<file path="src/spc_map.vh">
// Function
// - busy flag at bit 7 is one throughout any transfer, either role
// - bit 6 zero selects target role, one selects controller driving SCK
// - phase bit 5: data centred on first SCK edge if zero, second if one
// - polarity bit 4 zero: SCK rests low when no transfer runs
// - polarity bit one: SCK rests high when no transfer runs
// - selected flag at bit 3 reflects de-glitched select input, one when low
// - bit 2 returns the unfiltered select pin level when read
// - target shift-empty flag set when idle, cleared on load or SCK edge; one as controller
`ifndef SPC_MAP_VH
`define SPC_MAP_VH
// ==========================================
// register map
`define SPC_CFG_INDEX 12'h0A1
`define SPC_CFG_ADDR 12'h284
`define SPC_DATA_ADDR 12'h000
`define SPC_CFG_RESET 8'h07
`define SPC_CFG_WMASK 8'h70
// ==========================================
// configuration bit positions
`define SPC_BIT_BUSY 7
`define SPC_BIT_ROLE 6
`define SPC_BIT_PHASE 5
`define SPC_BIT_POL 4
`define SPC_BIT_SEL 3
`define SPC_BIT_NSS 2
`define SPC_BIT_SHIFT_EMPTY_FLAG 1
`define SPC_BIT_RXMT 0
// ==========================================
// timing counts: ref_clk cycles, and SCK edges per byte
`define SPC_HALF_CYC 5
`define SPC_DGL_CYC 4
`define SPC_EDGES 16
// ==========================================
// bus answers
`define SPC_RESP_OKAY 2'h0
`define SPC_RESP_SLVERR 2'h2
`endif

</file>
<file path="src/spc_deglitch.v">
`timescale 1ns/100ps
`include "spc_map.vh"
module spc_deglitch #(
	parameter STABLE = `SPC_DGL_CYC
) (
	// clock and reset
	input wire ref_clk,
	input wire srst,
	// synchronised level in, filtered level out
	input wire levelIn,
	output wire levelOut
);
	// ==========================================
	// filter: a new level must hold STABLE cycles before it is passed on
	reg [7:0] cnt_q;
	reg level_q;
	always @(posedge ref_clk) begin
		if (srst) begin
			cnt_q <= 8'h00;
			level_q <= 1'b1;
		end else if (levelIn == level_q) begin
			cnt_q <= 8'h00;
		end else if (cnt_q == STABLE[7:0] - 8'h01) begin
			cnt_q <= 8'h00;
			level_q <= levelIn;
		end else begin
			cnt_q <= cnt_q + 8'h01;
		end
	end
	assign levelOut = level_q;
endmodule

</file>
<file path="src/spc_spi_config_status.v">
`timescale 1ns/100ps
`include "spc_map.vh"
module spc_spi_config_status #(
	parameter HALF_CYC = `SPC_HALF_CYC,
	parameter DGL_CYC = `SPC_DGL_CYC
) (
	// clock and reset
	input wire ref_clk,
	input wire srst,
	// axi4-lite write address
	input wire [11:0] s_axi_awaddr,
	input wire s_axi_awvalid,
	output wire s_axi_awready,
	// axi4-lite write data
	input wire [31:0] s_axi_wdata,
	input wire [3:0] s_axi_wstrb,
	input wire s_axi_wvalid,
	output wire s_axi_wready,
	// axi4-lite write response
	output reg [1:0] s_axi_bresp,
	output reg s_axi_bvalid,
	input wire s_axi_bready,
	// axi4-lite read address
	input wire [11:0] s_axi_araddr,
	input wire s_axi_arvalid,
	output wire s_axi_arready,
	// axi4-lite read data
	output reg [31:0] s_axi_rdata,
	output reg [1:0] s_axi_rresp,
	output reg s_axi_rvalid,
	input wire s_axi_rready,
	// serial clock, output enable low while driven
	input wire sckIn,
	output reg sckOut,
	output wire sckOeN,
	// controller-out data line
	input wire mosiIn,
	output wire mosiOut,
	output wire mosiOeN,
	// target-out data line
	input wire misoIn,
	output wire misoOut,
	output wire misoOeN,
	// select input, active low
	input wire nssN
);
	// ==========================================
	// helpers
	// true when edge index e is a sampling edge for the given phase
	function isSample;
		input [3:0] e;
		input phase;
		begin
			isSample = (e[0] == phase);
		end
	endfunction
	// true when edge index e moves the next bit out
	function isShift;
		input [3:0] e;
		input phase;
		begin
			isShift = (e[0] != phase) && !(phase ? (e == 4'h0) : (e == 4'hF));
		end
	endfunction

	// ==========================================
	// pin synchronisers
	wire sckS;
	wire mosiS;
	wire misoS;
	wire nssS;
	wire nssFilt;
	spc_sync #(.WIDTH(4)) uSync (
		.ref_clk(ref_clk),
		.srst(srst),
		.asyncIn({sckIn, mosiIn, misoIn, nssN}),
		.syncOut({sckS, mosiS, misoS, nssS})
	);
	spc_deglitch #(.STABLE(DGL_CYC)) uDgl (
		.ref_clk(ref_clk),
		.srst(srst),
		.levelIn(nssS),
		.levelOut(nssFilt)
	);

	// ==========================================
	// configuration and data state
	reg role_q;
	reg phase_q;
	reg pol_q;
	reg [7:0] txBuf_q;
	reg txFull_q;
	reg [7:0] rxBuf_q;
	reg rxFull_q;
	reg [7:0] txSh_q;
	reg [7:0] rxSh_q;
	reg [3:0] edgeCnt_q;
	reg mBusy_q;
	reg [7:0] divCnt_q;
	reg sckPrev_q;
	reg shLoaded_q;
	wire selected = !nssFilt;
	wire busy = role_q ? mBusy_q : (edgeCnt_q != 4'h0);
	wire shift_empty_flag = role_q ? 1'b1 : (!shLoaded_q && edgeCnt_q == 4'h0 && !txFull_q);
	wire rxmt = role_q ? 1'b1 : !rxFull_q;
	wire [7:0] cfgRead = {busy, role_q, phase_q, pol_q, selected, nssS, shift_empty_flag, rxmt};

	// ==========================================
	// axi4-lite slave: address and data taken in either order
	reg [11:0] awAddr_q;
	reg awHave_q;
	reg [31:0] wData_q;
	reg [3:0] wStrb_q;
	reg wHave_q;
	assign s_axi_awready = !awHave_q && !s_axi_bvalid;
	assign s_axi_wready = !wHave_q && !s_axi_bvalid;
	assign s_axi_arready = !s_axi_rvalid;
	wire wrGo = awHave_q && wHave_q && !s_axi_bvalid;
	wire wrCfg = wrGo && awAddr_q == `SPC_CFG_ADDR && wStrb_q[0];
	wire wrData = wrGo && awAddr_q == `SPC_DATA_ADDR && wStrb_q[0];
	wire rdGo = s_axi_arvalid && !s_axi_rvalid;
	wire rdData = rdGo && s_axi_araddr == `SPC_DATA_ADDR;

	always @(posedge ref_clk) begin
		if (srst) begin
			awAddr_q <= 12'h000;
			awHave_q <= 1'b0;
			wData_q <= 32'h00000000;
			wStrb_q <= 4'h0;
			wHave_q <= 1'b0;
			s_axi_bvalid <= 1'b0;
			s_axi_bresp <= `SPC_RESP_OKAY;
		end else begin
			if (s_axi_awvalid && s_axi_awready) begin
				awAddr_q <= s_axi_awaddr;
				awHave_q <= 1'b1;
			end
			if (s_axi_wvalid && s_axi_wready) begin
				wData_q <= s_axi_wdata;
				wStrb_q <= s_axi_wstrb;
				wHave_q <= 1'b1;
			end
			if (wrGo) begin
				awHave_q <= 1'b0;
				wHave_q <= 1'b0;
				s_axi_bvalid <= 1'b1;
				if (awAddr_q == `SPC_CFG_ADDR || awAddr_q == `SPC_DATA_ADDR) begin
					s_axi_bresp <= `SPC_RESP_OKAY;
				end else begin
					s_axi_bresp <= `SPC_RESP_SLVERR;
				end
			end else if (s_axi_bvalid && s_axi_bready) begin
				s_axi_bvalid <= 1'b0;
			end
		end
	end

	always @(posedge ref_clk) begin
		if (srst) begin
			s_axi_rvalid <= 1'b0;
			s_axi_rdata <= 32'h00000000;
			s_axi_rresp <= `SPC_RESP_OKAY;
		end else if (rdGo) begin
			s_axi_rvalid <= 1'b1;
			s_axi_rresp <= `SPC_RESP_OKAY;
			if (s_axi_araddr == `SPC_CFG_ADDR) begin
				s_axi_rdata <= {24'h000000, cfgRead};
			end else if (s_axi_araddr == `SPC_DATA_ADDR) begin
				s_axi_rdata <= {24'h000000, rxBuf_q};
			end else begin
				s_axi_rdata <= 32'h00000000;
				s_axi_rresp <= `SPC_RESP_SLVERR;
			end
		end else if (s_axi_rvalid && s_axi_rready) begin
			s_axi_rvalid <= 1'b0;
		end
	end

	// ==========================================
	// configuration register; status bits are computed, so writes cannot reach them
	always @(posedge ref_clk) begin
		if (srst) begin
			role_q <= 1'b0;
			phase_q <= 1'b0;
			pol_q <= 1'b0;
		end else if (wrCfg) begin
			role_q <= wData_q[`SPC_BIT_ROLE];
			phase_q <= wData_q[`SPC_BIT_PHASE];
			pol_q <= wData_q[`SPC_BIT_POL];
		end
	end

	// ==========================================
	// shift engine
	// target edges come from the synchronised clock, so the peer's SCK must stay
	// well below a quarter of ref_clk
	wire sEdge = !role_q && selected && (sckS != sckPrev_q);
	wire mTick = role_q && mBusy_q && (divCnt_q == HALF_CYC[7:0] - 8'h01);
	wire anyEdge = sEdge || mTick;
	wire lastEdge = anyEdge && edgeCnt_q == 4'hF;
	wire mStart = role_q && !mBusy_q && txFull_q;
	wire sLoad = !role_q && txFull_q && !shLoaded_q && edgeCnt_q == 4'h0;
	wire bitIn = role_q ? misoS : mosiS;

	always @(posedge ref_clk) begin
		if (srst) begin
			txBuf_q <= 8'h00;
			txFull_q <= 1'b0;
			rxBuf_q <= 8'h00;
			rxFull_q <= 1'b0;
			txSh_q <= 8'h00;
			rxSh_q <= 8'h00;
			edgeCnt_q <= 4'h0;
			mBusy_q <= 1'b0;
			divCnt_q <= 8'h00;
			sckPrev_q <= 1'b0;
			shLoaded_q <= 1'b0;
			sckOut <= 1'b0;
		end else begin
			sckPrev_q <= sckS;
			// a write to a full transmit buffer is dropped
			if (wrData && !txFull_q) begin
				txBuf_q <= wData_q[7:0];
				txFull_q <= 1'b1;
			end else if (mStart || sLoad) begin
				txFull_q <= 1'b0;
			end
			if (mStart || sLoad) begin
				txSh_q <= txBuf_q;
				shLoaded_q <= 1'b1;
			end
			if (mStart) begin
				mBusy_q <= 1'b1;
				divCnt_q <= 8'h00;
			end else if (mBusy_q) begin
				divCnt_q <= mTick ? 8'h00 : divCnt_q + 8'h01;
			end
			// sck level: rests at polarity, toggles only while a transfer runs
			if (!role_q || !mBusy_q) begin
				sckOut <= pol_q;
			end else if (mTick) begin
				sckOut <= !sckOut;
			end
			if (anyEdge) begin
				edgeCnt_q <= edgeCnt_q + 4'h1;
				if (isSample(edgeCnt_q, phase_q)) begin
					rxSh_q <= {rxSh_q[6:0], bitIn};
				end
				if (isShift(edgeCnt_q, phase_q)) begin
					txSh_q <= {txSh_q[6:0], 1'b0};
				end
			end
			if (lastEdge) begin
				mBusy_q <= 1'b0;
				shLoaded_q <= 1'b0;
				rxBuf_q <= isSample(edgeCnt_q, phase_q) ? {rxSh_q[6:0], bitIn} : rxSh_q;
				rxFull_q <= 1'b1;
			end else if (rdData) begin
				rxFull_q <= 1'b0;
			end
			// deselect mid-byte aborts the target's partial byte
			if (!role_q && !selected && !sEdge) begin
				edgeCnt_q <= 4'h0;
			end
			// a role change abandons any transfer in flight
			if (wrCfg && wData_q[`SPC_BIT_ROLE] != role_q) begin
				mBusy_q <= 1'b0;
				edgeCnt_q <= 4'h0;
				shLoaded_q <= 1'b0;
			end
		end
	end

	// ==========================================
	// pin drive
	assign sckOeN = !role_q;
	assign mosiOut = txSh_q[7];
	assign mosiOeN = !role_q;
	assign misoOut = txSh_q[7];
	assign misoOeN = !(!role_q && selected);
endmodule

</file>
<file path="src/spc_sync.v">
`timescale 1ns/100ps
module spc_sync #(
	parameter WIDTH = 1
) (
	// clock and reset
	input wire ref_clk,
	input wire srst,
	// asynchronous in, synchronised out
	input wire [WIDTH-1:0] asyncIn,
	output wire [WIDTH-1:0] syncOut
);
	// ==========================================
	// two stages; the first stage feeds only the second
	reg [WIDTH-1:0] meta_q;
	reg [WIDTH-1:0] sync_q;
	always @(posedge ref_clk) begin
		if (srst) begin
			meta_q <= {WIDTH{1'b0}};
			sync_q <= {WIDTH{1'b0}};
		end else begin
			meta_q <= asyncIn;
			sync_q <= meta_q;
		end
	end
	assign syncOut = sync_q;
endmodule

</file>
<file path="config.mk">
export PLATFORM = sky130hd
export DESIGN_NAME = spc_spi_config_status
export DESIGN_NICKNAME = d
export VERILOG_FILES = /design/src/spc_deglitch.v /design/src/spc_spi_config_status.v /design/src/spc_sync.v
export VERILOG_INCLUDE_DIRS = /design/src
export SDC_FILE = /design/constraint.sdc
export NUM_CORES = 1
export LEC_CHECK = 0
export ABC_AREA = 1
export BUFFER_PORTS_ARGS = -buffer_cell sky130_fd_sc_hd__buf_2
export CAP_MARGIN = 5
export CORE_UTILIZATION = 47
export DETAILED_ROUTE_END_ITERATION = 10
export PLACE_DENSITY = 0.71
export SLEW_MARGIN = 20
export SYNTH_ARGS = -nofsm -noshare
export SYNTH_HDL_FRONTEND = slang
export SYNTH_SLANG_ARGS = --single-unit
</file>
<file path="constraint.sdc">
create_clock -name ref_clk -period 4.98 [get_ports ref_clk]
set_clock_uncertainty 0.2 [all_clocks]
set_input_delay 0.498 -clock ref_clk [delete_from_list [all_inputs] [get_ports ref_clk]]
set_output_delay 0.498 -clock ref_clk [all_outputs]
set_load 0.02 [all_outputs]
</file>
# ---- Yosys cells after proc, flatten, opt, wreduce, memory -nomap -nowiden
# Cells that the tools add are included.
dict set report word_totals {
  output_inout_bits 47
  inputBits 71
  register_bits 131
  elab_cells 132
}
dict set report classes {
  n_bitwise 1
  n_eq_ne 10
  addsub 3
  reduce_logical 64
  mux 25
}
# op n
set op_table {}
lappend op_table {{8-bit two-way mux} 7}
lappend op_table {{1-bit logical AND} 31}
lappend op_table {{12-bit by 10-bit == test with 1-bit output (second input constant)} 2}
lappend op_table {{12-bit logical NOT} 2}
lappend op_table {{8-bit by 1-bit adder with 8-bit output (second input constant)} 2}
lappend op_table {{1-bit two-way mux} 15}
lappend op_table {{1-bit logical NOT} 14}
lappend op_table {{2-bit nonzero test} 5}
lappend op_table {{3-bit OR reduction} 3}
lappend op_table {{8-bit by 2-bit == test with 1-bit output (second input constant)} 1}
lappend op_table {{8-bit by 3-bit == test with 1-bit output (second input constant)} 1}
lappend op_table {{2-bit two-way mux} 3}
lappend op_table {{4-bit by 1-bit adder with 4-bit output (second input constant)} 1}
lappend op_table {{4-bit == test (second input constant)} 1}
lappend op_table {{4-bit logical NOT} 1}
lappend op_table {{1-bit logical OR} 4}
lappend op_table {{4-bit nonzero test} 1}
lappend op_table {{2-bit OR reduction} 2}
lappend op_table {{1-bit != test} 3}
lappend op_table {{1-bit == test} 2}
lappend op_table {{2-bit AND reduction} 1}
lappend op_table {{1-bit NOT} 1}

# ---- Logic depth before layout (Yosys ltp)
dict set report depth {
  depth_word 8
  ltp_mapped 11
  ltp_nobuf 10
}

# ---- Cells and area by module
# From an unflattened synthesis, not the netlist that was laid out.
dict set report unflattened {
  hier_cells 688
  area_unflattened_um2 4984.8
}
# module n_inst seq_area_each_um2 area_each_um2 cells_per_inst
set modules_own_cells {}
lappend modules_own_cells {spc_spi_config_status 1 1761.7 4241.6 589}
lappend modules_own_cells {spc_deglitch 1 180.2 511.7 74}
lappend modules_own_cells {spc_sync 1 160.2 231.5 25}

# ---- Worst setup path before layout
# OpenSTA, ideal clock, no wires.
dict set report synth_path {
  path_kind {reg2reg}
  startpoint {reg edgeCnt_q[0]}
  endpoint {reg txSh_q[1]}
  synth_period_minus_slack_ps 1624
  required_ps 4669
  path_buffers 1
  path_stages_with_launch 10
  setup_ps 111
  setup_slack_ps 3356
  arrival_time_ps 1312
  path_cell_list {dfxtp_1 inv_2 ha_1 nand2_1 nor2_4 a21oi_4 buf_6 nor2_1 nor2_1 nor2_1}
}
dict set report synth_between {
  elab_chain_cells 6
  elab_cells_between_ends 11
  cone_classes {eq/ne (2); mux (4); reduce/logical (5)}
}
# item line_no
set synth_rtl {}
lappend synth_rtl {{start, declared} spc_spi_config_status.v:97} ;# reg [3:0] edgeCnt_q;
lappend synth_rtl {{start signal, assigned} spc_spi_config_status.v:245} ;# edgeCnt_q <= edgeCnt_q + 4'h1;
lappend synth_rtl {{4-bit == test / 4-bit logical NOT (equally long branches)} {spc_spi_config_status.v:62, spc_spi_config_status.v:202}}
lappend synth_rtl {{1-bit two-way mux / 1-bit logical AND (equally long branches)} {spc_spi_config_status.v:62, spc_spi_config_status.v:202}}
lappend synth_rtl {{1-bit logical NOT / 1-bit logical OR (equally long branches)} {spc_spi_config_status.v:62, spc_spi_config_status.v:228}}
lappend synth_rtl {{1-bit logical AND / 8-bit two-way mux (equally long branches)} {spc_spi_config_status.v:62, spc_spi_config_status.v:228}}
lappend synth_rtl {{8-bit two-way mux} spc_spi_config_status.v:249} ;# if (isShift(edgeCnt_q, phase_q)) begin
lappend synth_rtl {{8-bit two-way mux *} spc_spi_config_status.v:244} ;# if (anyEdge) begin
lappend synth_rtl {{end signal, assigned} spc_spi_config_status.v:229} ;# txSh_q <= txBuf_q;
lappend synth_rtl {{end signal, assigned} spc_spi_config_status.v:250} ;# txSh_q <= {txSh_q[6:0], 1'b0};
lappend synth_rtl {{end, declared} spc_spi_config_status.v:95} ;# reg [7:0] txSh_q;
# Every way passes the cells marked *; elsewhere a longest branch is shown, timed or not.
# A chain may end at the register's enable or synchronous reset.

# ---- Worst setup path after layout
dict set report layout_path {
  startpoint {in srst}
  endpoint {reg uDgl.cnt_q[6]}
}
dict set report layout_between {
  elab_chain_cells 1
}
# item line_no
set layout_rtl {}
lappend layout_rtl {{start, declared} spc_spi_config_status.v:9} ;# input wire srst,
lappend layout_rtl {{3-bit OR reduction (no source line)} n/a}
lappend layout_rtl {{end signal, assigned} spc_deglitch.v:27} ;# cnt_q <= cnt_q + 8'h01;
lappend layout_rtl {{end, declared} spc_deglitch.v:15} ;# reg [7:0] cnt_q;
# No other way between the ends.

==> impl_results.md <==
- Status: finished clean
- GR Overflow Total: 0
- Drt pass-1 iters: 5
- Setup Viol. Count Final: 0
- Count leader, synth: nor2_1
- Clk sinks: 105
- Fin Setup TNS: 0 ns
- Crit path kind: input port to flip-flop
- Register area share after synthesis: 0.421
- Fin nets: 832
- Synth area leaders: dfxtp_1 42%, nor2_1 12%, nand2_1 10%
- Yosys reg bits: 105
- Antenna violations before repair: 0
- Final Hold Viols: 0
- Clock slew at reported path FFs: ~0.090 ns
- Max frequency: 435 MHz
- I/O Buffers: 64
- Hold Path Stages: 3
- Max VDD drop: 0.193 mV
- Core ar.: between 10000 and 15000 µm²
- Filler cells: 1034
- Slew @ Worst Pin: 0.911 ns
- Reg2reg setup slack: between 2 and 3 ns
- # diodes: 0
- Share of cells above drive strength 1: 0.155
- Root Buffer: clkbuf_8
- Largest net degree at the start of global routing: 34
- Hold Path Sink: uSync.meta_q[0]$_SDFF_PP0_
- Hold_sp: nssN
- Placed Cells: about 880
- Die width: 105 µm
- EDFF count, synth: 0
- Register area: 2100 µm²
- Bufs on Longest Clock Path: 2
- Syn. warnings: 0
- # IOs: 118
- Startpoint type of the worst setup path: input port
- Number of global-route vias before repair: 3904
- Initial drt markers: 190
- P&R area growth vs syn: 8.47%
- Critical Path Sink Type: flip-flop
- Reg2reg start: role_q$_SDFFE_PP0P_
- Starting density of the core: 0.483
- Crit path max fanout: 33
- Post-CTS resize count: 0
- Via Count: ~4.2k
- RSZ-0062 raised after global routing: no
- CTS Buf Count: 9
- Avg Cell Area, Syn: 7.09 µm²
- Post-detail-place hpwl: ~7000 µm
- R2r endpoint: txSh_q[4]$_SDFF_PP0_
- Most frequent cells after synthesis: 165 x nor2_1, 136 x nand2_1, 105 x dfxtp_1, 52 x inv_1, 46 x nand3_1
- Placed instance area: roughly 5200 µm²
- ANT nets after route: 0
- Final period util: 0.462
- Final Non-Filler Cells: 896
- Final hold slack: about 0.13 ns
- H-tree depth: 3
- Via-per-instance ratio: approximately 4.7
- Syn Std Cell Area: 4990 µm²
- Drt wl/cell: 11.0 µm
- Setup Fix Bufs, Post-CTS: 0
- LEAKAGE: 2.49 nW
- CTS tree: built
- Footprint of the multi-input gates: 2390 µm²
- Global-route wire length before repair: between 15000 and 20000 µm
- Hold buffers post-CTS: 0
- Max-cap violation count: 0
- Site row count: 37
- Tot GR Track Use: 0.190
- Clock Latency Late Sink: between 0.3 and 0.4 ns
- Reg2Reg Depth: 8
- DIE AREA: 11000 µm²
- Ys async rst share: 0
- Power Dens Cells: 283 nW/µm²
- WP data arrival: 2.38 ns
- Hold crit path type: input port to flip-flop
- Syn Inst Count: roughly 700
- Slew HR: 0.392
- RD Place Congestion: just over 0.8
- Post-layout min period: 2.30 ns
- Pins Over Slew Limit: 0
- Cell area after layout: roughly 5400 µm²
- Top FF cell, synth: dfxtp_1
- Post-synth top area cell: dfxtp_1
- Drt total wl: slightly below 10000 µm
- Post-synth top area share: 0.421
- Req. time, crit path: a little over 5 ns
- Residual DRC: 0
- Post-synth cell types: 41
- Die Height: 105 µm
[registers in the layout, indices dropped and copies added (netlist names), 4 cells and up]
| name | flops |
|---|---|
| rxSh_q | 8 |
| uDgl.cnt_q | 8 |
| txSh_q | 8 |
| awAddr_q | 12 |
| uSync.syncOut | 4 |
| rxBuf_q | 8 |
| divCnt_q | 8 |
| s_axi_rdata | 8 |
| uSync.meta_q | 4 |
| edgeCnt_q | 4 |
| txBuf_q | 8 |
| wData_q | 8 |
[metal layers]
metal  up-vias  share of wire  track usage
met5         -              0            0
li1       2250              -            -
met4         0          0.014       0.0724
met1      1881           0.48        0.229
met2        92           0.47        0.333
met3        11          0.041       0.0374
[where the power goes]
group	switching (W)	internal (W)	leakage (nW)	total (W)
sequential	0.0000203	0.000869	0.855	0.000889
clock	0.000272	0.000220	0.0915	0.000492
combinational	0.000102	0.0000489	1.55	0.000151
[worst max-delay path, stage by stage]
cell and delay, ns:
buf_2 0.49, inv_1 0.61, o21ai_0 0.22, a21oi_1 0.06, o21ai_1 0.31, nor2_1 0.08
nand2_1 0.07, inv_1 0.03
[metrics by stage]
step                      total power [W]   util  worst slack [ns]
final                             0.00153  0.524              2.68
after global routing              0.00161  0.524              2.37
after CTS                         0.00155  0.524              2.64
after detailed placement          0.00106  0.507              2.24
after global placement            0.00105  0.507              2.30
after floorplan                   0.00103      -              3.36
[worst max-delay path by stage]
stage | from | to | slack, ns
2_1_floorplan | edgeCnt_q[0]$_SDFFE_PP0N_ | txSh_q[1]$_SDFF_PP0_ | 3.36
3_3_place_gp | srst | uDgl.cnt_q[6]$_SDFF_PP0_ | 2.30
3_5_place_dp | srst | uDgl.cnt_q[6]$_SDFF_PP0_ | 2.24
4_1_cts | srst | uDgl.cnt_q[6]$_SDFF_PP0_ | 2.64
5_1_grt | srst | uDgl.cnt_q[6]$_SDFF_PP0_ | 2.37
6_report | srst | uDgl.cnt_q[6]$_SDFF_PP0_ | 2.68
[cell type report]
| class | count | area share |
|---|---|---|
| inverter | 65 | 0.0455 |
| multi-input combinational | 510 | 0.441 |
| tap | 136 | 0.0314 |
| timing repair buffer | 65 | 0.0605 |
| clock buffer | 13 | 0.0312 |
| clock inverter | 2 | 0.00231 |
| sequential | 105 | 0.388 |
[kinds of logic after synthesis]
kind of cell,count (synthesis),synth area share
xor gates and xnor gates,10,0.0175
other,1,0.000751
AOI/OAI and AO/OA,80,0.0890
adders and majority gates,5,0.0125
and+or+nand+nor,389,0.339
DFF,105,0.421
buffers and inverters,114,0.120
[cells in the final DEF (no fill, tap or decap), types with 2 or more instances in the layout]
cell type,instances
nor2_1,165
nand2_1,136
dfxtp_1,105
buf_2,64
inv_1,52
nand3_1,46
o21ai_0,40
a21oi_1,29
conb_1,26
clkbuf_8,12
inv_2,10
xor2_1,10
nand3b_1,8
nand2_2,7
nand4_1,5
ha_1,5
nor2_2,4
nor3_1,4
nor2_4,3
o21ai_1,3
o21ai_2,3
nand3_2,2
clkinv_1,2
Note: power is estimated with default switching activity, not from simulation.
